### config.mk
export PLATFORM = sky130hd
export DESIGN_NAME = reset_and_watchdog
export DESIGN_NICKNAME = d
export VERILOG_FILES = /design/src/shared/reset_watchdog_pkg.sv /design/src/design/reset_and_watchdog.sv
export SDC_FILE = /design/constraint.sdc
export NUM_CORES = 1
export LEC_CHECK = 0
export BUFFER_PORTS_ARGS = -buffer_cell sky130_fd_sc_hd__buf_4
export CORE_AREA = 2 2 66 81
export DETAILED_ROUTE_END_ITERATION = 6
export DIE_AREA = 0 0 68 83
export GPL_TIMING_DRIVEN = 0
export PLACE_DENSITY = 0.82
export SLEW_MARGIN = 0
export SYNTH_ARGS = -nofsm -noshare
export SYNTH_HDL_FRONTEND = slang
export SYNTH_SLANG_ARGS = --single-unit
### constraint.sdc
create_clock -name clock -period 3.5 [get_ports clock]
set_clock_uncertainty 0.05 [all_clocks]
set_input_delay 0.175 -clock clock [delete_from_list [all_inputs] [get_ports clock]]
set_output_delay 0.175 -clock clock [all_outputs]
set_load 0.1 [all_outputs]
### src/shared/reset_watchdog_pkg.sv
`default_nettype none

package reset_watchdog_pkg;

    // System clock rate
    localparam int unsigned SYS_CLK_MHZ = 125;

    // Crystal time base
    localparam int unsigned XTAL_HZ = 32768;

    // Longest refresh interval, in milliseconds
    localparam int unsigned DOG_TIMEOUT_MS = 1500;
    localparam int unsigned DOG_TICKS = DOG_TIMEOUT_MS * XTAL_HZ / 1000;
    localparam logic [15:0] DOG_LAST = 16'(DOG_TICKS - 1);

    // Restart delay after a watchdog reset, in crystal cycles
    localparam int unsigned RESTART_TICKS = 4100;
    localparam logic [12:0] RESTART_LAST = 13'(RESTART_TICKS - 1);

    // Longest gap between crystal edges before the oscillator counts as slow
    localparam int unsigned XTAL_GAP_NS = 30518;
    localparam int unsigned XTAL_GAP_CYC = XTAL_GAP_NS * SYS_CLK_MHZ / 1000;
    localparam logic [11:0] XTAL_GAP_LIMIT = 12'(XTAL_GAP_CYC);

    // Emulator command that restarts the watchdog
    localparam logic [7:0] EMU_CMD_DOG_RESTART = 8'h14;

    // Program start address after a watchdog restart
    localparam logic [15:0] START_ADDRESS = 16'h0000;

    // Reset values
    localparam logic [15:0] DOG_COUNT_RST = 16'h0000;
    localparam logic [12:0] DELAY_COUNT_RST = 13'h0000;
    localparam logic [11:0] GAP_COUNT_RST = 12'h000;

    typedef enum logic [1:0] {
        ST_RUN,
        ST_PULSE,
        ST_DELAY,
        ST_OSC_WAIT
    } dog_state_t;

endpackage

`default_nettype wire

### src/design/reset_and_watchdog.sv
`timescale 1ns/1ps
`default_nettype none

// Operation
// - Reset on low reset pin, low emulator pin, low supply, crystal fault or overflow.
// - Low reset pin halts digital logic; crystal and clock keep running.
// - Low reset pin clears all configuration storage.
// - Low supply halts digital logic and clears configuration storage.
// - Watchdog counts crystal cycles; firmware refreshes within 1.5 s or processor resets.
// - Overflow resets processor; reset pulse is half a crystal period, and cpu_reset stays high through the restart delay.
// - After overflow reset, wait 4100 crystal cycles, then start at address 00.
// - Overflow sets the battery-held overflow flag, readable by the processor.
// - Low reset pin clears the overflow flag.
// - Stopped or slow crystal sets flag and holds cpu_reset; reset pulse and restart delay follow when crystal resumes.
// - Nothing reachable by firmware disables watchdog or oscillator.
// - Writing one to the refresh bit restarts the count.
// - Count also restarts while wake is zero or on emulator command 0x14.
module reset_and_watchdog
    import reset_watchdog_pkg::*;
(
    input  wire logic        clock,
    input  wire logic        sys_rst,
    input  wire logic        ext_reset_pin_n,
    input  wire logic        emu_reset_pin_n,
    input  wire logic        supply_below_bias,
    input  wire logic        slow_crystal_clock,
    input  wire logic        wake_state,
    input  wire logic        dog_refresh_bit,
    input  wire logic        emu_cmd_valid,
    input  wire logic [7:0]  emu_cmd,
    input  wire logic        flag_clear,
    output var  logic        digital_halt,
    output var  logic        config_clear,
    output var  logic        cpu_reset,
    output var  logic        cpu_start,
    output var  logic [15:0] cpu_start_address,
    output var  logic        dog_overflow_flag
);
    import reset_watchdog_pkg::*;

    logic [3:0]  sync1_reg;
    logic [3:0]  sync2_reg;
    logic        xtal_last_reg;
    logic        ext_low;
    logic        emu_low;
    logic        supply_low;
    logic        xtal_now;
    logic        rise_tick;
    logic        fall_tick;
    logic        halt_now;
    logic        dog_restart;
    logic        overflow_evt;
    logic        osc_fault_evt;
    logic        delay_done;
    dog_state_t  state_reg;
    dog_state_t  state_next;
    logic [15:0] dog_count_reg;
    logic [12:0] delay_count_reg;
    logic [11:0] gap_count_reg;
    logic        digital_halt_reg;
    logic        config_clear_reg;
    logic        cpu_reset_reg;
    logic        cpu_start_reg;
    logic        flag_reg;

    // Two-stage synchronisers for all pin inputs
    always_ff @(posedge clock or posedge sys_rst)
    begin
        if (sys_rst)
        begin
            sync1_reg <= 4'h0;
            sync2_reg <= 4'h0;
        end
        else
        begin
            sync1_reg <= {slow_crystal_clock, supply_below_bias, emu_reset_pin_n, ext_reset_pin_n};
            sync2_reg <= sync1_reg;
        end
    end

    always_ff @(posedge clock or posedge sys_rst)
    begin
        if (sys_rst)
            xtal_last_reg <= 1'b0;
        else
            xtal_last_reg <= xtal_now;
    end

    assign ext_low    = ~sync2_reg[0];
    assign emu_low    = ~sync2_reg[1];
    assign supply_low = sync2_reg[2];
    assign xtal_now   = sync2_reg[3];
    assign rise_tick  = xtal_now & ~xtal_last_reg;
    assign fall_tick  = ~xtal_now & xtal_last_reg;
    assign halt_now   = ext_low | emu_low | supply_low;

    // Refresh is a strobe: nothing stores it, so it reads as zero
    assign dog_restart = dog_refresh_bit
                       | ~wake_state
                       | (emu_cmd_valid & (emu_cmd == EMU_CMD_DOG_RESTART))
                       | halt_now
                       | (state_reg != ST_RUN);
    assign overflow_evt = (state_reg == ST_RUN) & rise_tick & (dog_count_reg == DOG_LAST)
                        & ~dog_restart;
    assign osc_fault_evt = (gap_count_reg == XTAL_GAP_LIMIT) & (state_reg != ST_OSC_WAIT);
    assign delay_done = (state_reg == ST_DELAY) & rise_tick & (delay_count_reg == RESTART_LAST);

    // Watchdog count in crystal cycles; no enable exists to stop it
    always_ff @(posedge clock or posedge sys_rst)
    begin
        if (sys_rst)
            dog_count_reg <= DOG_COUNT_RST;
        else if (dog_restart)
            dog_count_reg <= DOG_COUNT_RST;
        else if (rise_tick)
            dog_count_reg <= (dog_count_reg == DOG_LAST) ? DOG_COUNT_RST : dog_count_reg + 16'h0001;
    end

    // Crystal gap monitor in system cycles
    always_ff @(posedge clock or posedge sys_rst)
    begin
        if (sys_rst)
            gap_count_reg <= GAP_COUNT_RST;
        else if (rise_tick | fall_tick)
            gap_count_reg <= GAP_COUNT_RST;
        else if (gap_count_reg != XTAL_GAP_LIMIT)
            gap_count_reg <= gap_count_reg + 12'h001;
    end

    always_comb
    begin
        state_next = state_reg;
        case (state_reg)
            ST_RUN:
            begin
                if (osc_fault_evt)
                    state_next = ST_OSC_WAIT;
                else if (overflow_evt)
                    state_next = ST_PULSE;
            end
            ST_PULSE:
            begin
                if (fall_tick)
                    state_next = ST_DELAY;
            end
            ST_DELAY:
            begin
                if (delay_done)
                    state_next = ST_RUN;
            end
            ST_OSC_WAIT:
            begin
                if (rise_tick)
                    state_next = ST_PULSE;
            end
            default:
                state_next = ST_RUN;
        endcase
        if (halt_now)
            state_next = ST_RUN;
    end

    always_ff @(posedge clock or posedge sys_rst)
    begin
        if (sys_rst)
            state_reg <= ST_RUN;
        else
            state_reg <= state_next;
    end

    always_ff @(posedge clock or posedge sys_rst)
    begin
        if (sys_rst)
            delay_count_reg <= DELAY_COUNT_RST;
        else if (state_reg != ST_DELAY)
            delay_count_reg <= DELAY_COUNT_RST;
        else if (rise_tick)
            delay_count_reg <= delay_count_reg + 13'h0001;
    end

    // Reset outputs
    always_ff @(posedge clock or posedge sys_rst)
    begin
        if (sys_rst)
        begin
            digital_halt_reg <= 1'b1;
            config_clear_reg <= 1'b1;
            cpu_reset_reg    <= 1'b1;
            cpu_start_reg    <= 1'b0;
        end
        else
        begin
            digital_halt_reg <= halt_now;
            config_clear_reg <= ext_low | supply_low;
            cpu_reset_reg    <= halt_now | (state_next != ST_RUN);
            cpu_start_reg    <= delay_done & ~halt_now;
        end
    end

    // Battery-held overflow flag; a set beats a clear in the same cycle
    always_ff @(posedge clock or posedge sys_rst)
    begin
        if (sys_rst)
            flag_reg <= 1'b0;
        else if (overflow_evt | osc_fault_evt)
            flag_reg <= 1'b1;
        else if (flag_clear | ext_low)
            flag_reg <= 1'b0;
    end

    assign digital_halt      = digital_halt_reg;
    assign config_clear      = config_clear_reg;
    assign cpu_reset         = cpu_reset_reg;
    assign cpu_start         = cpu_start_reg;
    assign cpu_start_address = START_ADDRESS;
    assign dog_overflow_flag = flag_reg;

    property p_halt_sources;
        @(posedge clock) disable iff (sys_rst)
        (ext_low | emu_low | supply_low) |=> digital_halt_reg && cpu_reset_reg;
    endproperty
    a_halt_sources: assert property (p_halt_sources) else $error("halt not raised");

    property p_config_clear;
        @(posedge clock) disable iff (sys_rst)
        (ext_low | supply_low) |=> config_clear_reg;
    endproperty
    a_config_clear: assert property (p_config_clear) else $error("config not cleared");

    property p_overflow_pulse;
        @(posedge clock) disable iff (sys_rst)
        overflow_evt && !halt_now && !osc_fault_evt |=> state_reg == ST_PULSE && cpu_reset_reg;
    endproperty
    a_overflow_pulse: assert property (p_overflow_pulse) else $error("no reset on overflow");

    property p_flag_set;
        @(posedge clock) disable iff (sys_rst)
        (overflow_evt | osc_fault_evt) |=> flag_reg;
    endproperty
    a_flag_set: assert property (p_flag_set) else $error("flag not set");

    property p_flag_ext_clear;
        @(posedge clock) disable iff (sys_rst)
        ext_low && !overflow_evt && !osc_fault_evt |=> !flag_reg;
    endproperty
    a_flag_ext_clear: assert property (p_flag_ext_clear) else $error("flag kept");

    property p_refresh_restart;
        @(posedge clock) disable iff (sys_rst)
        dog_refresh_bit |=> dog_count_reg == DOG_COUNT_RST;
    endproperty
    a_refresh_restart: assert property (p_refresh_restart) else $error("refresh ignored");

    property p_wake_cmd_restart;
        @(posedge clock) disable iff (sys_rst)
        !wake_state || (emu_cmd_valid && emu_cmd == EMU_CMD_DOG_RESTART)
        |=> dog_count_reg == DOG_COUNT_RST;
    endproperty
    a_wake_cmd_restart: assert property (p_wake_cmd_restart) else $error("restart missed");

    property p_delay_start;
        @(posedge clock) disable iff (sys_rst)
        delay_done && !halt_now |=> cpu_start_reg && !cpu_reset_reg && state_reg == ST_RUN;
    endproperty
    a_delay_start: assert property (p_delay_start) else $error("start not issued");

    property p_pulse_ends_on_fall;
        @(posedge clock) disable iff (sys_rst)
        state_reg == ST_PULSE && fall_tick && !halt_now |=> state_reg == ST_DELAY;
    endproperty
    a_pulse_ends_on_fall: assert property (p_pulse_ends_on_fall) else $error("pulse length");

    property p_osc_wait;
        @(posedge clock) disable iff (sys_rst)
        osc_fault_evt && state_reg == ST_RUN && !halt_now |=> state_reg == ST_OSC_WAIT && flag_reg;
    endproperty
    a_osc_wait: assert property (p_osc_wait) else $error("crystal fault missed");

    c_overflow: cover property (@(posedge clock) disable iff (sys_rst) overflow_evt);
    c_start: cover property (@(posedge clock) disable iff (sys_rst) cpu_start_reg);
    c_osc_fault: cover property (@(posedge clock) disable iff (sys_rst) osc_fault_evt);
    c_ext_reset: cover property (@(posedge clock) disable iff (sys_rst) ext_low ##1 !ext_low);

endmodule

`default_nettype wire

## Word level (Yosys, flattened, before mapping)

Cells that the tools add are included.

| cells by class | value |
|---|---|
| shifts and indexed selects | 0 |
| multiplexer cells | 16 |
| divide/modulo/power cells | 0 |
| bitwise operators | 28 |
| add/subtract/negate cells | 3 |
| magnitude comparators | 0 |
| reductions and logical operators | 7 |
| equality and inequality tests | 10 |
| multiply operators | 0 |

Operator list:

| cell | count |
|---|---|
| 16-bit two-way mux | 3 |
| 13-bit two-way mux | 2 |
| 12-bit two-way mux | 2 |
| 16-bit by 1-bit adder with 16-bit output, second input constant | 1 |
| 16-bit equality test, second input constant | 1 |
| 13-bit by 1-bit adder with 13-bit output, second input constant | 1 |
| 13-bit equality test, second input constant | 1 |
| 12-bit by 1-bit adder with 12-bit output, second input constant | 1 |
| 12-bit equality test, second input constant | 1 |
| 2-bit two-way mux | 6 |
| 12-bit != test, second input constant | 1 |
| 2-bit nonzero test | 6 |
| 1-bit bitwise OR | 11 |
| 1-bit AND | 10 |
| 8-bit by 5-bit equality test with 1-bit output, second input constant | 1 |
| 2-bit one-hot mux with 4 select lines | 1 |
| 1-bit inverter | 7 |
| 2-bit equality test, second input constant | 2 |
| 2-bit != test, second input constant | 2 |
| 2-bit by 1-bit equality test with 1-bit output, second input constant | 1 |
| 2-bit logical NOT | 1 |
| 1-bit two-way mux | 2 |

| word-level totals | value |
|---|---|
| memories | 0 |
| RAM bits | 0 |
| word-level logic and storage cells | 76 |
| input bits | 18 |
| ROM bits | 0 |
| register bits after elaboration | 57 |
| output and inout port bits | 21 |
| bits in latches | 0 |

## Logic depth before layout (Yosys ltp)

| depth | value |
|---|---|
| depth in word-level cells | 13 |
| gate-level depth with buffers | 8 |
| gate-level depth less buffers | 7 |

## Least setup slack after synthesis

Ideal clock, no wire load.

| timing path | value |
|---|---|
| path kind | register to register |
| start | reg xtal_last_reg |
| end | reg cpu_reset_reg (netlist: cpu_reset) |
| arrival | 1715 ps |
| buffers on the path | 1 |
| setup time | 88 ps |
| period minus slack after synthesis | 1853 ps |
| required time | 3362 ps |
| path slack | 1647 ps |
| cell stages (with the launch flop) | 9 |
| path through | dfrtp_1 inv_1 ha_1 clkbuf_1 nand2_1 nor3_1 a32o_1 a22o_1 or3b_1 |

| on the way | value |
|---|---|
| cells in the longest elaborated chain, start to end | 11 |
| elaborated cells on any way between the ends | 17 |
| classes of those cells | mux: 7; bitwise: 9; reduce/logical: 1 |

Ends and longest elaborated chain:

| element | RTL line | source |
|---|---|---|
| start: declaration | reset_and_watchdog.sv:43 | `logic xtal_last_reg;` |
| start signal: assignment | reset_and_watchdog.sv:86 | `xtal_last_reg <= xtal_now;` |
| 1-bit inverter | reset_and_watchdog.sv:93 | `assign rise_tick = xtal_now & ~xtal_last_reg;` |
| 1-bit AND | reset_and_watchdog.sv:93 |  |
| 1-bit AND (2 in series) | reset_and_watchdog.sv:103 | `assign overflow_evt = (state_reg == ST_RUN) & rise_tick & (dog_count_reg == DOG_LAST)` |
| 1-bit AND | reset_and_watchdog.sv:104 | `& ~dog_restart;` |
| 2-bit two-way mux | reset_and_watchdog.sv:138 | `else if (overflow_evt)` |
| 2-bit two-way mux | reset_and_watchdog.sv:136 | `if (osc_fault_evt)` |
| 2-bit one-hot mux with 4 select lines * | reset_and_watchdog.sv:133 | `case (state_reg)` |
| 2-bit two-way mux * | reset_and_watchdog.sv:159 | `if (halt_now)` |
| 2-bit nonzero test * | reset_and_watchdog.sv:195 | `cpu_reset_reg <= halt_now \| (state_next != ST_RUN);` |
| 1-bit bitwise OR * | reset_and_watchdog.sv:195 |  |
| end signal: assignment | reset_and_watchdog.sv:195 |  |
| end: declaration | reset_and_watchdog.sv:62 | `logic cpu_reset_reg;` |

Every way passes the cells marked *; elsewhere a longest branch is shown, timed or not.
A chain may end at the register's enable or synchronous reset.

## Final worst setup path

| timing path | value |
|---|---|
| start | reg sync2_reg[3] |
| end | reg dog_count_reg[4] |

| on the way | value |
|---|---|
| cells in the longest elaborated chain, start to end | 2 |

Ends and longest elaborated chain:

| element | RTL line | source |
|---|---|---|
| start: declaration | reset_and_watchdog.sv:42 | `logic [3:0] sync2_reg;` |
| start signal: assignment | reset_and_watchdog.sv:77 | `sync2_reg <= sync1_reg;` |
| 1-bit AND | reset_and_watchdog.sv:93 |  |
| 2-bit nonzero test (no line) | - |  |
| end signal: assignment | reset_and_watchdog.sv:116 | `dog_count_reg <= (dog_count_reg == DOG_LAST) ? DOG_COUNT_RST : dog_count_reg + 16'h0001;` |
| end: declaration | reset_and_watchdog.sv:57 | `logic [15:0] dog_count_reg;` |

Every way passes these cells.

==> run_results.csv <==
group,metric,value,unit
run_status,outcome,"completed",
cells_and_area,antennaDiodeCount,0,
sta,finalHoldViolations,0,
power,p_int,1.178,mW
power,swShare,25.18,%
global_routing,antenna_found_initial,0,
logic_synthesis,synth_cells,291,
worst_setup_path,cp.required,3.68,ns
clock_tree,cts_htree_levels,3,
logic_synthesis,yosys-top-cells-count,"dfrtp_1 (54), nor2_1 (33), nand2_1 (21)",
global_routing,track_usage,22.27,%
worst_setup_path,crit_type,"flop to flop",
clock_tree,ctsResizeCount,0,
logic_synthesis,synthDominantCellAreaShare,45.92,%
logic_synthesis,yosys_warnings,0,
sta,slew_viol_final,0,
place,portBuffers,22,
sta,setup_slack,1.304,ns
sta,rsz0062_at_grt,"no",
clock_tree,cts_buffers,9,
clock_tree,cts.sinks,57,
logic_synthesis,synth_edf_count,0,
sta,min_period_over_period,62.73,%
die,die_w,68,um
cells_and_area,largest_register_ff_count,16,
place,dp_slack,1.274,ns
clock_tree,cts_root_buf,"clkbuf_8",
logic_synthesis,synthTopCellsByArea,"dfrtp_1 (46%), xnor2_1 (5.4%), nor2_1 (4.2%)",
logic_synthesis,syn-cell-area,0.002943,mm2
power,combPwrFrac,10.8,%
worst_setup_path,path_max_fanout,9,
die,dieHeight,83,um
power,p_seq_share,43.4,%
cells_and_area,finalNonFillerCells,410,
power,irDropWorstVdd,0.3752,mV
cells_and_area,nets,369,
die,start_util,60.87,%
sta,whs,0.1448,ns
place,hpwl,3906,um
global_routing,grt_pass1_wl,9384,um
sta,period_minus_slack,2.196,ns
drt,routed_wl,5571,um
sta,worst_slew_pin_slew,0.8571,ns
cells_and_area,drive_above_1_share,20.00,%
power,p_clk_share,45.8,%
logic_synthesis,ys_seq_area_share,48.60,%
global_routing,globalRoute.totalOverflow,0,
logic_synthesis,syn_avg_cell_area,10.11,um2
global_routing,grt_max_degree,37,
clock_tree,post-cts-setup-buffer-count,0,
worst_setup_path,worstPathArrival,2.38,ns
die,die_area,0.005644,mm2
sta,fmax,0.4555,GHz
clock_tree,clkTransAtPathRegs,0.07,ns
drt,vias,2194,
clock_tree,cts_tree,"built",
logic_synthesis,synth-seq-cells,57,
drt,routedWlPerCell,13.59,um
drt,avgViaCountPerCell,5.351,
sta,setup_tns,0,ns
drt,drtIter0Drc,104,
die,ioPinCount,39,
sta,maxSlewHeadroom,42.38,%
logic_synthesis,synth_cell_types,53,
logic_synthesis,synthFlopType,"dfrtp_1",
die,rows,28,
logic_synthesis,synth_area_leader_cell,"dfrtp_1",
clock_tree,cts_buffer_depth,2,
sta,setup_viol,0,
worst_setup_path,endpoint_kind,"flop",
drt,ant_nets,0,
power,switchingPower,0.3966,mW
power,p_leak,1.610,nW
worst_setup_path,startpoint_type,"flop",
place,place_congestion,0.8085,
drt,drcViolationCount,0,
global_routing,grt_pass1_vias,2183,
clock_tree,insertion_delay,0.34,ns
die,core_area,0.004835,mm2
logic_synthesis,async_reset_ff_share,100.0,%
drt,drt_pass1_iterations,4,
cells_and_area,syn2layout_area_growth,20.58,%
cells_and_area,fillCellCount,343,
place,dpl.cell_count,389,
flow_run,max_cap_violations,0,
power,p_per_area,443.9,mW/mm2
hold_path,hp-class,"input port to flop",
logic_synthesis,yosysMostFrequentCell,"dfrtp_1",
## power by group through the flow
stage                     registers [mW]  logic [mW]  clock network [mW]
final                              0.683       0.171               0.721
after global routing               0.685       0.184               0.774
after floorplan                    0.704       0.125                   0
after global placement             0.695       0.161                   0
after detailed placement           0.695       0.166                   0
after CTS                          0.683       0.172               0.736
## stage by stage
step / cell area (um2) / util [%] / power, mW
after floorplan: 2999 / - / 0.8288
after global placement: 3239 / 67.00 / 0.8559
after detailed placement: 3259 / 67.42 / 0.8616
after CTS: 3548 / 73.40 / 1.591
after global routing: 3548 / 73.40 / 1.643
final: 3548 / 73.40 / 1.575
## path summary, 6_finish.rpt
kind | start | to | slack [ns] | cells after the start
max | sync2_reg[3] | dog_count_reg[4] | 1.30 | 6
min | flag_clear | dog_overflow_flag | 0.14 | 4
max reg2reg | sync2_reg[3] | dog_count_reg[4] | 1.30 | 6
min reg2reg | sync1_reg[0] | sync2_reg[0] | 0.30 | 0
max in group asynchronous | sys_rst | delay_count_reg[2] | 2.46 | 4
min in group asynchronous | sys_rst | dog_count_reg[4] | 0.38 | 3
## repair_timing
| item | CTS | global route |
|---|---|---|
| endpoints found under the hold margin | 22 | 0 |
| endpoints found under the setup margin | 0 | 0 |
| hold buffers | 5 | 0 |
## area by class of cell
type | instances | area (um2) | area share, %
flip-flops and latches | 57 | 1430 | 40.30
multi-input cells | 216 | 1376 | 38.79
repair buffers | 28 | 235.2 | 6.629
clock buffers | 12 | 165.2 | 4.654
plain buffers | 24 | 158.9 | 4.478
well taps | 60 | 75.07 | 2.116
clock inverters | 4 | 73.82 | 2.080
inverters | 9 | 33.78 | 0.9520
## critical path, stage by stage (launching register included)
cell      delay (ns)
dfrtp_1         0.40
ha_1            0.20
clkbuf_1        0.20
nor4_2          0.77
a21boi_0        0.25
xnor2_1         0.18
nor2_1          0.05
## routing by layer
layer	share of wire, %	vias to the layer above	global-route usage (%)
met5	0	-	0
met4	1.6	0	10.91
met3	4.9	8	7.859
li1	-	1080	-
met1	42	1046	26.33
met2	51	60	35.13
## cell usage in the layout, fill, tap and decap left out, drive strengths merged, types with 4 or more instances in the layout
cell type	instances
nand2	21
nand3	9
nor4	4
xnor2	18
and2	11
a21oi	9
and3	7
nand4	10
inv	9
clkbuf	18
o21ai	8
nor3	5
or3	5
dlygate4sd3	5
dfrtp	54
conb	16
nand2b	7
xor2	11
ha	6
nor2	33
buf	41
## cells by family (layout without fill, tap and decap cells)
kind of cell / count (synthesis) / in the layout / synth area share (%)
and+or+nand+nor: 130 / 130 / 25.34
DFF: 57 / 57 / 48.60
AOI/OAI and AO/OA: 33 / 33 / 7.526
buffers and inverters: 33 / 77 / 6.547
xor gates and xnor gates: 29 / 29 / 8.631
adders and majority gates: 6 / 6 / 2.551
muxes: 2 / 2 / 0.6803
other: 1 / 16 / 0.1274
No activity file was read; power rests on OpenSTA's default activity.
